`config.mk`:
```
export PLATFORM = sky130hd
export DESIGN_NAME = sdac_control
export DESIGN_NICKNAME = d
export VERILOG_FILES = /design/src/sdac_pkg.sv /design/src/sdac_rate_gen.sv /design/src/sdac_control.sv
export SDC_FILE = /design/constraint.sdc
export NUM_CORES = 1
export LEC_CHECK = 0
export BUFFER_PORTS_ARGS = -buffer_cell sky130_fd_sc_hd__buf_4
export CORE_MARGIN = 1.5
export CORE_UTILIZATION = 50
export CTS_CLUSTER_DIAMETER = 120
export CTS_CLUSTER_SIZE = 14
export DETAILED_ROUTE_END_ITERATION = 10
export PLACE_DENSITY = 0.79
export SLEW_MARGIN = 5
export SYNTH_ARGS = -nofsm -noshare
export SYNTH_HDL_FRONTEND = slang
export SYNTH_SLANG_ARGS = --single-unit
```
`constraint.sdc`:
```
create_clock -name hclk -period 4.48 [get_ports hclk]
set_input_delay 0.224 -clock hclk [delete_from_list [all_inputs] [get_ports hclk]]
set_output_delay 0.224 -clock hclk [all_outputs]
set_load 0.005 [all_outputs]
```
`src/sdac_pkg.sv`:
```
// Constants, types and helper functions of the converter control block
// Operation
// - Enable bit 0 of mode one: 0 powers converter down, 1 runs conversions.
// - Gain field codes 00, 01, 10 select digital gain x1, x2, x4.
// - Reference level codes 0000..0101 give six rising levels; rest reserved.
// - Reference source bit 7: 1 internal reference, 0 external pin pair.
// - Offset field codes 00..11 add -75%, -50%, -25%, 0% of reference.
// - Decimation codes 000..111 select 64,128,256,1024,4096,8192,16384,32768.
// - Clock codes 000..011 select 250k, 125k, 62.5k, 31.25k converter clock.
// - Word rate spans 3.9 kHz fastest down to 0.95 Hz slowest.
// - Result: gained, offset input over reference, 20-bit signed, saturated.
// - Ready flag set on new result; software clears it, else it stays.
// - First stable result is third word after enable, then every word.
// - Word rate equals converter clock divided by decimation ratio.
// - Result held as 24-bit two's complement in three read-only bytes.
package sdac_pkg;
	// Register indices; byte address is four times the index
	localparam logic [7:0] SDAC_IDX_MODE_ONE = 8'h93;
	localparam logic [7:0] SDAC_IDX_MODE_TWO = 8'h94;
	localparam logic [7:0] SDAC_IDX_MODE_THREE = 8'h95;
	localparam logic [7:0] SDAC_IDX_DATA_HI = 8'h97;
	localparam logic [7:0] SDAC_IDX_DATA_MID = 8'h98;
	localparam logic [7:0] SDAC_IDX_DATA_LO = 8'h99;
	localparam logic [7:0] SDAC_IDX_IRQ_STAT = 8'ha0;
	localparam logic [7:0] SDAC_IDX_IRQ_EN = 8'ha1;
	localparam logic [7:0] SDAC_IDX_IRQ_CLR = 8'ha2;
	localparam logic [7:0] SDAC_MODE_ONE_RST = 8'ha8;
	localparam logic [7:0] SDAC_MODE_TWO_RST = 8'h76;
	localparam logic [7:0] SDAC_MODE_THREE_RST = 8'h10;
	localparam logic [7:0] SDAC_MODE_TWO_MASK = 8'h77;
	localparam logic [7:0] SDAC_MODE_THREE_MASK = 8'h1f;
	localparam int SDAC_ENABLE_BIT = 0;
	localparam int SDAC_GAIN_LSB = 1;
	localparam int SDAC_REF_LVL_LSB = 3;
	localparam int SDAC_REF_SRC_BIT = 7;
	localparam int SDAC_READY_BIT = 0;
	localparam int SDAC_OFFSET_LSB = 1;
	localparam int SDAC_OSR_LSB = 4;
	localparam int SDAC_CLKSEL_LSB = 0;
	localparam int SDAC_IRQ_WORD = 0;
	localparam int SDAC_IRQ_OVERRUN = 1;
	// Converter clock rates, all derived from the 125 MHz bus clock
	localparam int SDAC_SYS_CLK_HZ = 125000000;
	localparam int SDAC_CONV_HZ_0 = 250000;
	localparam int SDAC_CONV_HZ_1 = 125000;
	localparam int SDAC_CONV_HZ_2 = 62500;
	localparam int SDAC_CONV_HZ_3 = 31250;
	localparam logic [11:0] SDAC_DIV_0 = 12'(SDAC_SYS_CLK_HZ / SDAC_CONV_HZ_0);
	localparam logic [11:0] SDAC_DIV_1 = 12'(SDAC_SYS_CLK_HZ / SDAC_CONV_HZ_1);
	localparam logic [11:0] SDAC_DIV_2 = 12'(SDAC_SYS_CLK_HZ / SDAC_CONV_HZ_2);
	localparam logic [11:0] SDAC_DIV_3 = 12'(SDAC_SYS_CLK_HZ / SDAC_CONV_HZ_3);
	localparam logic [1:0] SDAC_SETTLE_LAST = 2'h2;
	// Saturation limits and offsets in 28-bit signed code units
	localparam logic signed [27:0] SDAC_CODE_MAX = 28'h007_ffff;
	localparam logic signed [27:0] SDAC_CODE_MIN = 28'hff8_0000;
	localparam logic signed [27:0] SDAC_OFS_75 = 28'hffa_0000;
	localparam logic signed [27:0] SDAC_OFS_50 = 28'hffc_0000;
	localparam logic signed [27:0] SDAC_OFS_25 = 28'hffe_0000;
	localparam logic signed [27:0] SDAC_OFS_0 = 28'h000_0000;

	typedef enum logic [1:0] {
		SDAC_BUS_IDLE,
		SDAC_BUS_WRITE,
		SDAC_BUS_READ_WAIT,
		SDAC_BUS_READ_DONE
	} sdac_bus_t;

	// Reserved clock codes fall back to the fastest rate
	function automatic logic [11:0] sdac_conv_div(input logic [2:0] sel);
		case (sel)
			3'h1: return SDAC_DIV_1;
			3'h2: return SDAC_DIV_2;
			3'h3: return SDAC_DIV_3;
			default: return SDAC_DIV_0;
		endcase
	endfunction

	function automatic logic [15:0] sdac_osr_len(input logic [2:0] sel);
		case (sel)
			3'h0: return 16'h0040;
			3'h1: return 16'h0080;
			3'h2: return 16'h0100;
			3'h3: return 16'h0400;
			3'h4: return 16'h1000;
			3'h5: return 16'h2000;
			3'h6: return 16'h4000;
			default: return 16'h8000;
		endcase
	endfunction

	function automatic logic [1:0] sdac_gain_shift(input logic [1:0] sel);
		case (sel)
			2'h1: return 2'h1;
			2'h2: return 2'h2;
			default: return 2'h0;
		endcase
	endfunction

	function automatic logic signed [27:0] sdac_offset(input logic [1:0] sel);
		case (sel)
			2'h0: return SDAC_OFS_75;
			2'h1: return SDAC_OFS_50;
			2'h2: return SDAC_OFS_25;
			default: return SDAC_OFS_0;
		endcase
	endfunction
endpackage

```
`src/sdac_rate_gen.sv`:
```
// Converter clock enable and output word strobe generator
`timescale 1ns/1ps
module sdac_rate_gen
	import sdac_pkg::*;
(
	// Clock and reset
	input wire logic hclk,
	input wire logic hresetn,
	// Control
	input wire logic run,
	input wire logic [2:0] clk_sel,
	input wire logic [2:0] osr_sel,
	// Strobes
	output logic conv_tick,
	output logic word_tick
);
	logic [11:0] div_cnt;
	logic [15:0] tick_cnt;
	wire logic [11:0] div_lim = sdac_conv_div(clk_sel) - 12'h001;
	wire logic [15:0] osr_lim = sdac_osr_len(osr_sel) - 16'h0001;
	// Compare with >= so a setting change mid-count cannot overrun
	wire logic div_last = div_cnt >= div_lim;
	wire logic tick_last = tick_cnt >= osr_lim;

	always_ff @(posedge hclk or negedge hresetn)
	begin
		if (!hresetn)
		begin
			div_cnt <= 12'h000;
			tick_cnt <= 16'h0000;
			conv_tick <= 1'b0;
			word_tick <= 1'b0;
		end
		else if (!run)
		begin
			div_cnt <= 12'h000;
			tick_cnt <= 16'h0000;
			conv_tick <= 1'b0;
			word_tick <= 1'b0;
		end
		else
		begin
			div_cnt <= div_last ? 12'h000 : div_cnt + 12'h001;
			conv_tick <= div_last;
			word_tick <= div_last && tick_last;
			if (div_last)
				tick_cnt <= tick_last ? 16'h0000 : tick_cnt + 16'h0001;
		end
	end

	a_tick_spacing: assert property (@(posedge hclk) disable iff (!hresetn)
		conv_tick |=> !conv_tick [*8])
		else $error("converter clock enable too close");
	a_word_on_tick: assert property (@(posedge hclk) disable iff (!hresetn)
		word_tick |-> conv_tick && tick_cnt == 16'h0000)
		else $error("word strobe off the decimation boundary");
	a_osr_fast: assert property (@(posedge hclk) disable iff (!hresetn)
		(word_tick && osr_sel == 3'h0 && $stable(osr_sel)) |-> $past(tick_cnt) == 16'h003f)
		else $error("shortest decimation is not 64 ticks");
endmodule

```
`src/sdac_control.sv`:
```
// Delta-sigma converter control block with AHB-Lite register slave
`timescale 1ns/1ps
module sdac_control
	import sdac_pkg::*;
(
	// Clock and reset
	input wire logic hclk,
	input wire logic hresetn,
	// AHB-Lite slave
	input wire logic hsel,
	input wire logic [31:0] haddr,
	input wire logic [1:0] htrans,
	input wire logic hwrite,
	input wire logic [2:0] hsize,
	input wire logic [31:0] hwdata,
	input wire logic hready,
	output logic hreadyout,
	output logic hresp,
	output logic [31:0] hrdata,
	// Modulator and filter side
	input wire logic [23:0] sample_in,
	output logic conv_power_on,
	output logic conv_clk_tick,
	output logic ref_source_sel,
	output logic [3:0] int_ref_level_sel,
	output logic [1:0] conv_gain_sel,
	output logic [2:0] conv_clock_sel,
	output logic result_ready_flag,
	// Interrupt
	output logic irq
);
	import sdac_pkg::*;

	sdac_bus_t state;
	logic [7:0] a_idx;
	logic [7:0] converter_mode_one;
	logic [7:0] converter_mode_two;
	logic [7:0] converter_mode_three;
	logic [23:0] result;
	logic [1:0] irq_stat;
	logic [1:0] irq_en;
	logic [1:0] settle_cnt;
	logic word_tick;

	// Bus decode; upper address bits alias the block
	wire logic addr_ok = hsel && hready && htrans[1];
	wire logic wr_en = state == SDAC_BUS_WRITE;
	wire logic wr_m1 = wr_en && a_idx == SDAC_IDX_MODE_ONE;
	wire logic wr_m2 = wr_en && a_idx == SDAC_IDX_MODE_TWO;
	wire logic wr_m3 = wr_en && a_idx == SDAC_IDX_MODE_THREE;
	wire logic wr_ien = wr_en && a_idx == SDAC_IDX_IRQ_EN;
	wire logic wr_clr = wr_en && a_idx == SDAC_IDX_IRQ_CLR;
	wire logic [7:0] wbyte = hwdata[7:0];

	// Mode fields
	wire logic conv_enable_bit = converter_mode_one[SDAC_ENABLE_BIT];
	wire logic [1:0] gain_field = converter_mode_one[SDAC_GAIN_LSB +: 2];
	wire logic [1:0] offset_level_sel =
		converter_mode_two[SDAC_OFFSET_LSB +: 2];
	wire logic [2:0] decimation_ratio_sel =
		converter_mode_two[SDAC_OSR_LSB +: 3];
	wire logic ready = converter_mode_two[SDAC_READY_BIT];

	// Result arithmetic: gain shift, offset, saturate to 20 bits
	wire logic [1:0] gain_shift = sdac_gain_shift(gain_field);
	wire logic signed [27:0] offset_val = sdac_offset(offset_level_sel);
	wire logic signed [27:0] sample_ext =
		{{4{sample_in[23]}}, sample_in};
	wire logic signed [27:0] scaled = sample_ext <<< gain_shift;
	wire logic signed [27:0] sum = scaled + offset_val;
	wire logic over = sum > SDAC_CODE_MAX;
	wire logic under = sum < SDAC_CODE_MIN;
	wire logic [19:0] code20 = over ? SDAC_CODE_MAX[19:0] :
		under ? SDAC_CODE_MIN[19:0] : sum[19:0];

	// Only words from the third onward after enable are loaded
	wire logic settled = settle_cnt == SDAC_SETTLE_LAST;
	wire logic load = conv_enable_bit && word_tick && settled;
	wire logic overrun = load && ready;

	// Ready flag: a load in the same cycle as a clear wins
	wire logic next_ready = load || (wr_m2 ? wbyte[SDAC_READY_BIT] : ready);
	wire logic [1:0] clr_bits = wr_clr ? wbyte[1:0] : 2'h0;
	wire logic [1:0] events = {overrun, load};
	wire logic [1:0] next_irq_stat = (irq_stat & ~clr_bits) | events;

	// Read selection
	wire logic [7:0] rd_byte =
		a_idx == SDAC_IDX_MODE_ONE ? converter_mode_one :
		a_idx == SDAC_IDX_MODE_TWO ? converter_mode_two :
		a_idx == SDAC_IDX_MODE_THREE ? converter_mode_three :
		a_idx == SDAC_IDX_DATA_HI ? result[23:16] :
		a_idx == SDAC_IDX_DATA_MID ? result[15:8] :
		a_idx == SDAC_IDX_DATA_LO ? result[7:0] :
		a_idx == SDAC_IDX_IRQ_STAT ? {6'h00, irq_stat} :
		a_idx == SDAC_IDX_IRQ_EN ? {6'h00, irq_en} : 8'h00;

	sdac_rate_gen u_rate (
		.hclk(hclk),
		.hresetn(hresetn),
		.run(conv_enable_bit),
		.clk_sel(converter_mode_three[SDAC_CLKSEL_LSB +: 3]),
		.osr_sel(decimation_ratio_sel),
		.conv_tick(conv_clk_tick),
		.word_tick(word_tick)
	);

	// Reads take one wait state so data always comes from a flip-flop
	always_ff @(posedge hclk or negedge hresetn)
	begin
		if (!hresetn)
		begin
			state <= SDAC_BUS_IDLE;
			a_idx <= 8'h00;
			hrdata <= 32'h0000_0000;
		end
		else
		begin
			unique case (state)
				SDAC_BUS_READ_WAIT:
				begin
					state <= SDAC_BUS_READ_DONE;
					hrdata <= {24'h00_0000, rd_byte};
				end
				SDAC_BUS_IDLE, SDAC_BUS_WRITE, SDAC_BUS_READ_DONE:
				begin
					if (addr_ok)
					begin
						state <= hwrite ? SDAC_BUS_WRITE : SDAC_BUS_READ_WAIT;
						a_idx <= haddr[9:2];
					end
					else
						state <= SDAC_BUS_IDLE;
				end
			endcase
		end
	end

	always_ff @(posedge hclk or negedge hresetn)
	begin
		if (!hresetn)
		begin
			converter_mode_one <= SDAC_MODE_ONE_RST;
			converter_mode_two <= SDAC_MODE_TWO_RST;
			converter_mode_three <= SDAC_MODE_THREE_RST;
			irq_en <= 2'h0;
		end
		else
		begin
			if (wr_m1)
				converter_mode_one <= wbyte;
			converter_mode_two <= {wbyte[7:1] & SDAC_MODE_TWO_MASK[7:1],
				next_ready};
			if (!wr_m2)
				converter_mode_two[7:1] <= converter_mode_two[7:1];
			if (wr_m3)
				converter_mode_three <= wbyte & SDAC_MODE_THREE_MASK;
			if (wr_ien)
				irq_en <= wbyte[1:0];
		end
	end

	always_ff @(posedge hclk or negedge hresetn)
	begin
		if (!hresetn)
		begin
			settle_cnt <= 2'h0;
			result <= 24'h00_0000;
			irq_stat <= 2'h0;
		end
		else
		begin
			irq_stat <= next_irq_stat;
			if (!conv_enable_bit)
				settle_cnt <= 2'h0;
			else if (word_tick && !settled)
				settle_cnt <= settle_cnt + 2'h1;
			if (load)
				result <= {code20, 4'h0};
		end
	end

	assign hreadyout = state != SDAC_BUS_READ_WAIT;
	assign hresp = 1'b0;
	assign conv_power_on = conv_enable_bit;
	assign ref_source_sel = converter_mode_one[SDAC_REF_SRC_BIT];
	assign int_ref_level_sel = converter_mode_one[SDAC_REF_LVL_LSB +: 4];
	assign conv_gain_sel = gain_field;
	assign conv_clock_sel = converter_mode_three[SDAC_CLKSEL_LSB +: 3];
	assign result_ready_flag = ready;
	assign irq = |(irq_stat & irq_en);

	a_enable_stops: assert property (@(posedge hclk) disable iff (!hresetn)
		!conv_enable_bit |=> !load && !conv_clk_tick)
		else $error("conversion activity while disabled");
	a_gain_codes: assert property (@(posedge hclk) disable iff (!hresetn)
		scaled == (gain_field == 2'h1 ? sample_ext * 2 :
			gain_field == 2'h2 ? sample_ext * 4 : sample_ext))
		else $error("digital gain mismatch");
	a_gain_reserved: assert property (@(posedge hclk) disable iff (!hresetn)
		gain_field == 2'h3 |-> scaled == sample_ext)
		else $error("reserved gain not x1");
	a_ref_level: assert property (@(posedge hclk) disable iff (!hresetn)
		wr_m1 |=> int_ref_level_sel == $past(hwdata[6:3]))
		else $error("reference level not taken from write");
	a_ref_source: assert property (@(posedge hclk) disable iff (!hresetn)
		wr_m1 |=> ref_source_sel == $past(hwdata[7]))
		else $error("reference source not taken from write");
	a_offset_map: assert property (@(posedge hclk) disable iff (!hresetn)
		(offset_level_sel == 2'h3 |-> sum == scaled) and
		(offset_level_sel == 2'h0 |-> sum == scaled - 28'sd393216))
		else $error("offset level mismatch");
	a_result_sat: assert property (@(posedge hclk) disable iff (!hresetn)
		(load && over) |=> result == 24'h7f_fff0)
		else $error("positive saturation wrong");
	a_result_neg: assert property (@(posedge hclk) disable iff (!hresetn)
		(load && under) |=> result == 24'h80_0000 && result[23])
		else $error("negative saturation wrong");
	a_ready_set: assert property (@(posedge hclk) disable iff (!hresetn)
		load |=> result_ready_flag ##1 (result_ready_flag || $past(wr_m2)))
		else $error("ready flag not set on load");
	a_settle_third: assert property (@(posedge hclk) disable iff (!hresetn)
		$rose(conv_enable_bit) |-> !load [*3])
		else $error("result loaded before settling");
	a_read_wait: assert property (@(posedge hclk) disable iff (!hresetn)
		(addr_ok && !hwrite) |=> !hreadyout ##1 hreadyout)
		else $error("read wait state wrong");
	a_write_nowait: assert property (@(posedge hclk) disable iff (!hresetn)
		state == SDAC_BUS_WRITE |-> hreadyout)
		else $error("write data phase stalled");
	a_power_write: assert property (@(posedge hclk) disable iff (!hresetn)
		wr_m1 |=> conv_power_on == $past(hwdata[SDAC_ENABLE_BIT]))
		else $error("enable bit not taken from write");
	a_gain_write: assert property (@(posedge hclk) disable iff (!hresetn)
		wr_m1 |=> conv_gain_sel == $past(hwdata[2:1]))
		else $error("gain field not taken from write");
	a_offset_mid: assert property (@(posedge hclk) disable iff (!hresetn)
		(offset_level_sel == 2'h1 |-> sum == scaled - 28'sd262144) and
		(offset_level_sel == 2'h2 |-> sum == scaled - 28'sd131072))
		else $error("middle offset level mismatch");
	a_clock_write: assert property (@(posedge hclk) disable iff (!hresetn)
		wr_m3 |=> conv_clock_sel == $past(hwdata[2:0]))
		else $error("clock field not taken from write");
	a_result_code: assert property (@(posedge hclk) disable iff (!hresetn)
		(load && !over && !under) |=> result == {$past(sum[19:0]), 4'h0})
		else $error("result code not the offset sum");
	a_ready_hold: assert property (@(posedge hclk) disable iff (!hresetn)
		(ready && !wr_m2) |=> ready)
		else $error("ready flag dropped without a write");
	a_status_word: assert property (@(posedge hclk) disable iff (!hresetn)
		load |=> irq_stat[SDAC_IRQ_WORD])
		else $error("word status not set on load");
	a_overrun_flag: assert property (@(posedge hclk) disable iff (!hresetn)
		(load && ready) |=> irq_stat[SDAC_IRQ_OVERRUN])
		else $error("overrun not flagged");
	a_irq_clear: assert property (@(posedge hclk) disable iff (!hresetn)
		(wr_clr && hwdata[SDAC_IRQ_WORD] && !load) |=>
		!irq_stat[SDAC_IRQ_WORD])
		else $error("word status not cleared");
	a_settle_clear: assert property (@(posedge hclk) disable iff (!hresetn)
		!conv_enable_bit |=> settle_cnt == 2'h0)
		else $error("settling count kept while disabled");
	a_result_hold: assert property (@(posedge hclk) disable iff (!hresetn)
		!load |=> $stable(result))
		else $error("result changed without a load");
endmodule

```
Word level (Yosys, flattened, before mapping)
Index checks and enable logic that the tools add are counted.
{"block": "totals", "mem_bits_ro": 0, "inputBits": 98, "memories": 0, "reg_bits": 93, "ram_bits": 0, "latchBits": 0}
{"block": "classes", "muxes": 28, "addsub": 6, "n_bitwise": 4, "eq_ne": 29, "n_lt_le_gt_ge": 4, "shifts": 1, "n_div": 0, "reduce_logical": 20, "mul": 0}
{"operator": "case mux 16 bit (7 select lines)", "count": 1}
{"operator": "case mux 28 bit (3 select lines)", "count": 1}
{"operator": "equality test 8 bit (second input constant)", "count": 9}
{"operator": "2-to-1 mux 16 bit", "count": 3}
{"operator": "2-to-1 mux 8 bit", "count": 6}
{"operator": "2-to-1 mux 20 bit", "count": 2}
{"operator": "case mux 12 bit (3 select lines)", "count": 1}
{"operator": "adder 28 bit", "count": 1}
{"operator": "> comparator 28 x 20 -> 1 bit (second input constant)", "count": 1}
{"operator": "less-than comparator 28 x 20 -> 1 bit (second input constant)", "count": 1}
{"operator": "<<< shifter 24 x 2 -> 28 bit", "count": 1}
{"operator": "2-to-1 mux 12 bit", "count": 2}
{"operator": "adder 16 x 1 -> 16 bit (second input constant)", "count": 1}
{"operator": ">= comparator 16 bit", "count": 1}
{"operator": "subtractor 16 x 1 -> 16 bit (second input constant)", "count": 1}
{"operator": "2-to-1 mux 2 bit", "count": 7}
{"operator": "adder 12 x 1 -> 12 bit (second input constant)", "count": 1}
{"operator": "equality test 3 x 2 -> 1 bit (second input constant)", "count": 4}
{"operator": ">= comparator 12 bit", "count": 1}
{"operator": "logical AND 1 bit", "count": 12}
{"operator": "subtractor 12 x 1 -> 12 bit (second input constant)", "count": 1}
{"operator": "equality test 2 bit (second input constant)", "count": 5}
{"operator": "equality test 3 bit (second input constant)", "count": 3}
{"operator": "case mux 2 bit (2 select lines)", "count": 2}
{"operator": "other kinds (16)", "count": 24}

Longest topological paths before layout
{"block": "logic_depth", "word_depth": 9, "depth_mapped": 18}

Modules after synthesis
From an unflattened synthesis, not the netlist that was laid out.
{"block": "unflattened", "cells_unflattened": 723, "area_unflattened_um2": 6459.9}
{"mod": "sdac_control", "area_each_um2": 4307.9, "cells_each": 481, "n_inst": 1}
{"mod": "sdac_rate_gen", "area_each_um2": 2152.1, "cells_each": 242, "n_inst": 1}

Least setup slack after synthesis
No wires, ideal clock.
{"block": "synth_timing", "path_type": "register to register", "startpoint": "register converter_mode_two[4]", "endpoint": "register u_rate.tick_cnt[9]", "n_path_buf": 2, "arrival_ns": 3.554, "stages_incl_launch_ff": 16, "setup_slack_ns": 0.848, "synth_period_minus_slack_ns": 3.632, "required_ns": 4.402, "setup_ns": 0.078, "path_cell_list": "dfstp_2 clkbuf_1 or3_1 ha_1 ha_1 xor2_1 nor2_1 a31oi_1 ha_1 a21o_1 a2111o_1 a2111oi_2 nor2_1 buf_2 or4_1 a21oi_1"}
{"block": "synth_via", "elab_chain_cells": 7, "word_cells_on_any_way": 13, "classes_between": "add/sub (1); order compare (1); eq/ne (6); mux (4); reduce/logical (1)"}
{"element": "start, declared", "line": "sdac_control.sv:37", "rtl": "logic [7:0] converter_mode_two;"}
{"element": "start signal, assigned", "line": "sdac_control.sv:152", "rtl": "converter_mode_two <= {wbyte[7:1] & SDAC_MODE_TWO_MASK[7:1],"}
{"element": "start signal, assigned", "line": "sdac_control.sv:155", "rtl": "converter_mode_two[7:1] <= converter_mode_two[7:1];"}
{"element": "equality test 3 bit, or another cell as far along", "line": "sdac_pkg.sv:79", "rtl": "case (sel)"}
{"element": "case mux 16 bit (7 select lines) (*)", "line": "sdac_pkg.sv:79"}
{"element": "subtractor 16 x 1 -> 16 bit (*)", "line": "sdac_rate_gen.sv:20", "rtl": "wire logic [15:0] osr_lim = sdac_osr_len(osr_sel) - 16'h0001;"}
{"element": ">= comparator 16 bit (*)", "line": "sdac_rate_gen.sv:23", "rtl": "wire logic tick_last = tick_cnt >= osr_lim;"}
{"element": "2-to-1 mux 16 bit (*)", "line": "sdac_rate_gen.sv:47", "rtl": "tick_cnt <= tick_last ? 16'h0000 : tick_cnt + 16'h0001;"}
{"element": "2-to-1 mux 16 bit (*)", "line": "sdac_rate_gen.sv:46", "rtl": "if (div_last)"}
{"element": "2-to-1 mux 16 bit (*)", "line": "sdac_rate_gen.sv:34", "rtl": "else if (!run)"}
{"element": "end signal, assigned", "line": "sdac_rate_gen.sv:47"}
{"element": "end, declared", "line": "sdac_rate_gen.sv:18", "rtl": "logic [15:0] tick_cnt;"}
Every way passes the cells marked *; elsewhere a longest branch is shown, timed or not. The select of a mux whose other input is x is not followed.
A chain may end at the register's enable or synchronous reset.

Final worst setup path
{"block": "layout_timing", "startpoint": "register converter_mode_two[6]", "endpoint": "register u_rate.tick_cnt[2]"}
Same word-level chain as after synthesis.

==> flow_metrics.py <==
metrics = {
    "timing": {
        "setup-violations-final": 0,
        "holdWs_ns": 0.0724,
        "hold_viol_final": 0,
        "slew_headroom_pct": 19.7,
        "post-route-min-period_ns": 3.93,
        "rsz0062_at_grt": "false",
        "drv_slew": 0,
        "min_period_over_period_pct": 87.7,
        "finalSetupTns_ns": 0,
        "tightest_slew_ns": 1.19,
        "fmax_mhz": 255,
        "skew_ns": 0.00999,
    },
    "final_layout": {
        "postLayoutCellArea_sq_mm": 0.00717,
        "diodes": 0,
        "drive_gt1_share_pct": 17.2,
        "fin_nets": 900,
        "layout_common_cells": "83 x dfrtp_1, 80 x o21ai_0, 72 x buf_4",
        "synthToLayoutAreaGrowth_pct": 12.5,
        "final_common_cell": "dfrtp_1",
    },
    "worst_setup_path": {
        "crit_path_end_kind": "flop",
        "crit_required_ns": 4.74,
        "crit_type": "reg -> reg",
        "path_max_fanout": 30,
        "cp.arrival_ns": 4.18,
        "crit_path_start_kind": "flop",
        "reg2reg_slack_ns": 0.55,
    },
    "routing": {
        "detail-route-antenna-nets": 0,
        "wl_per_cell_um": 15.6,
        "drt_wl_total_um": 14700,
        "via_count": 5424,
        "viasPerCell": 5.76,
        "first_iter_violations": 328,
        "drc": 0,
        "drt-pass1-iter-count": 7,
    },
    "yosys": {
        "synth_edf_count": 0,
        "ys_types": 66,
        "synthArstFlopShare_pct": 100,
        "yosysSeqAreaShare_pct": 36.7,
        "synthFlopType": "dfrtp_1",
        "yosysWarnings": 0,
        "ys_ff_latch": 93,
        "syn_area_per_cell_sq_um": 8.81,
        "synth_cells": 724,
        "syn_area_sq_mm": 0.00638,
    },
    "die": {
        "num_rows": 41,
        "die_x_um": 116,
        "die_area_sq_mm": 0.0134,
        "core_sq_mm": 0.0125,
        "start_util_pct": 51.0,
        "die_y_um": 116,
        "num_io_pins": 146,
    },
    "place": {
        "dp_hpwl_um": 10800,
        "portBuffers": 68,
        "dpl_cell_area_sq_mm": 0.00685,
        "gp_congestion": 0.840,
    },
    "pwr": {
        "power.density_mw_per_mm2": 425,
        "vdd_drop_max_uv": 249,
        "p_leak_nw": 3.09,
    },
    "clocking": {
        "cts_made_buffers": 9,
        "cts-root-buf": "clkbuf_16",
        "htreeDepth": 3,
        "cts.sinks": 93,
        "cts_tree": "done",
        "cts_buffer_depth": 2,
        "worstSkewPairLatency_ns": 0.35,
        "clk_pin_slew_worst_paths_ns": 0.07,
        "cts_resized": 0,
    },
    "grt": {
        "grt_pass1_wl_um": 23500,
        "grt_use_total_pct": 21.8,
        "grt_max_degree": 54,
        "grt-ovfl-total": 0,
        "first_global_vias": 4999,
        "antenna_found_initial": 0,
    },
    "job": {
        "drv_cap": 0,
    },
    "hold_path": {
        "min_path_type": "in -> reg",
    },
    "status": {
        "status": "complete, no violations",
    },
}
[layer usage]
| metal | track usage [%] | up-vias | wire (um) |
|---|---|---|---|
| met5 | 0 | - | 0 |
| met4 | 6.83 | 0 | 225 |
| met3 | 3.50 | 20 | 582 |
| met2 | 36.5 | 139 | 7140 |
| met1 | 29.2 | 2629 | 6720 |
| li1 | - | 2636 | - |
[path summary, 6_finish.rpt]
kind | cells past startpoint | startpoint | endpoint
worst max-delay path | 15 | converter_mode_two[6] | u_rate.tick_cnt[2]
max in group asynchronous | 3 | hresetn | irq_en[0]
min in group asynchronous | 2 | hresetn | u_rate.tick_cnt[5]
worst max register to register | 15 | converter_mode_two[6] | u_rate.tick_cnt[2]
worst min-delay path | 2 | hwrite | state[1]
worst min register to register | 1 | u_rate.div_cnt[0] | u_rate.div_cnt[0]
[layout make-up]
| type | count | area, sq um |
|---|---|---|
| Timing Repair Buffer | 73 | 551 |
| Multi-Input combinational cell | 566 | 3670 |
| Fill cell | 1113 | 5340 |
| Clock buffer | 10 | 239 |
| Clock inverter | 6 | 76.3 |
| Tap cell | 172 | 215 |
| Sequential cell | 93 | 2340 |
| Inverter | 21 | 78.8 |
[cell usage after synthesis (all sizes together), types with 6 or more instances]
master | n | area share (%)
dfrtp | 84 | 33
o21ai | 82 | 6.4
nand2 | 61 | 3.6
nor2 | 58 | 3.5
a21oi | 49 | 3.8
ha | 37 | 7.3
buf | 36 | 4.0
clkbuf | 33 | 1.9
mux2 | 30 | 5.3
nand2b | 28 | 2.7
o211ai | 24 | 2.8
inv | 20 | 1.2
nand3 | 19 | 1.5
and3 | 12 | 1.2
xor2 | 11 | 1.5
xnor2 | 10 | 1.4
dfstp | 9 | 3.7
nor2b | 9 | 0.88
nor3 | 9 | 0.78
or4b | 8 | 1.3
a221oi | 6 | 0.82
nor4 | 6 | 0.59
or4 | 6 | 0.71
[report_power, final]
part	switching [W]	leakage, nW	total (W)	internal, W
registers	0.000173	1.09	0.00115	0.000976
clock network	0.000342	0.156	0.000801	0.000459
logic	0.000620	1.84	0.00110	0.000480
total	0.00113	3.09	0.00305	0.00192
[cells by family (layout without fill, tap and decap cells)]
kind of cell             count (synthesis)  in the layout  synth area share [%]
AND/OR/NAND/NOR                        244            244                  19.9
AO/OA/AOI/OAI                          202            202                  19.7
flip-flops                              93             93                  36.7
buffers and inverters                   90            110                  7.22
adder cells (fa/ha/maj)                 38             38                  7.57
multiplexers                            34             34                  5.92
XOR/XNOR                                21             21                  2.88
other                                    2             27                 0.118
[through the flow]
step | total power (W) | instances | worst slack, ns | utilization [%]
floorplan | 0.00197 | 749 | 0.848 | -
global placement | 0.00218 | 924 | 0.709 | 54.7
detailed placement | 0.00225 | 924 | 0.579 | 54.7
CTS | 0.00305 | 941 | 0.563 | 57.3
global route | 0.00325 | 941 | 0.323 | 57.3
finish | 0.00305 | 941 | 0.551 | 57.3
[registers in the layout (all words and copies together), names as in the netlist, 2 cells and up]
name	count
settle_cnt	2
result	20
converter_mode_one	8
converter_mode_two	6
u_rate.div_cnt	12
irq_stat	2
irq_en	2
converter_mode_three	5
a_idx	8
hrdata	8
u_rate.tick_cnt	16
state	2
[timing repair]
action                                 CTS  global route
hold buffers                             1             0
setup endpoints to repair                0             0
buffers inserted                         0             0
endpoints found under the hold margin   38             0
[critical path, stage by stage, from the launching register on]
cell,delay [ns]
dfstp_2,0.59
clkinv_1,0.22
nand3_1,0.14
ha_1,0.23
ha_1,0.25
xor2_1,0.09
nor2_1,0.12
a31oi_1,0.06
ha_1,0.20
a21o_1,0.17
a2111o_1,0.43
a2111oi_2,0.38
nor2_1,0.09
buf_4,0.23
or4b_1,0.48
a31oi_1,0.17
(Power assumes the default switching activity.)
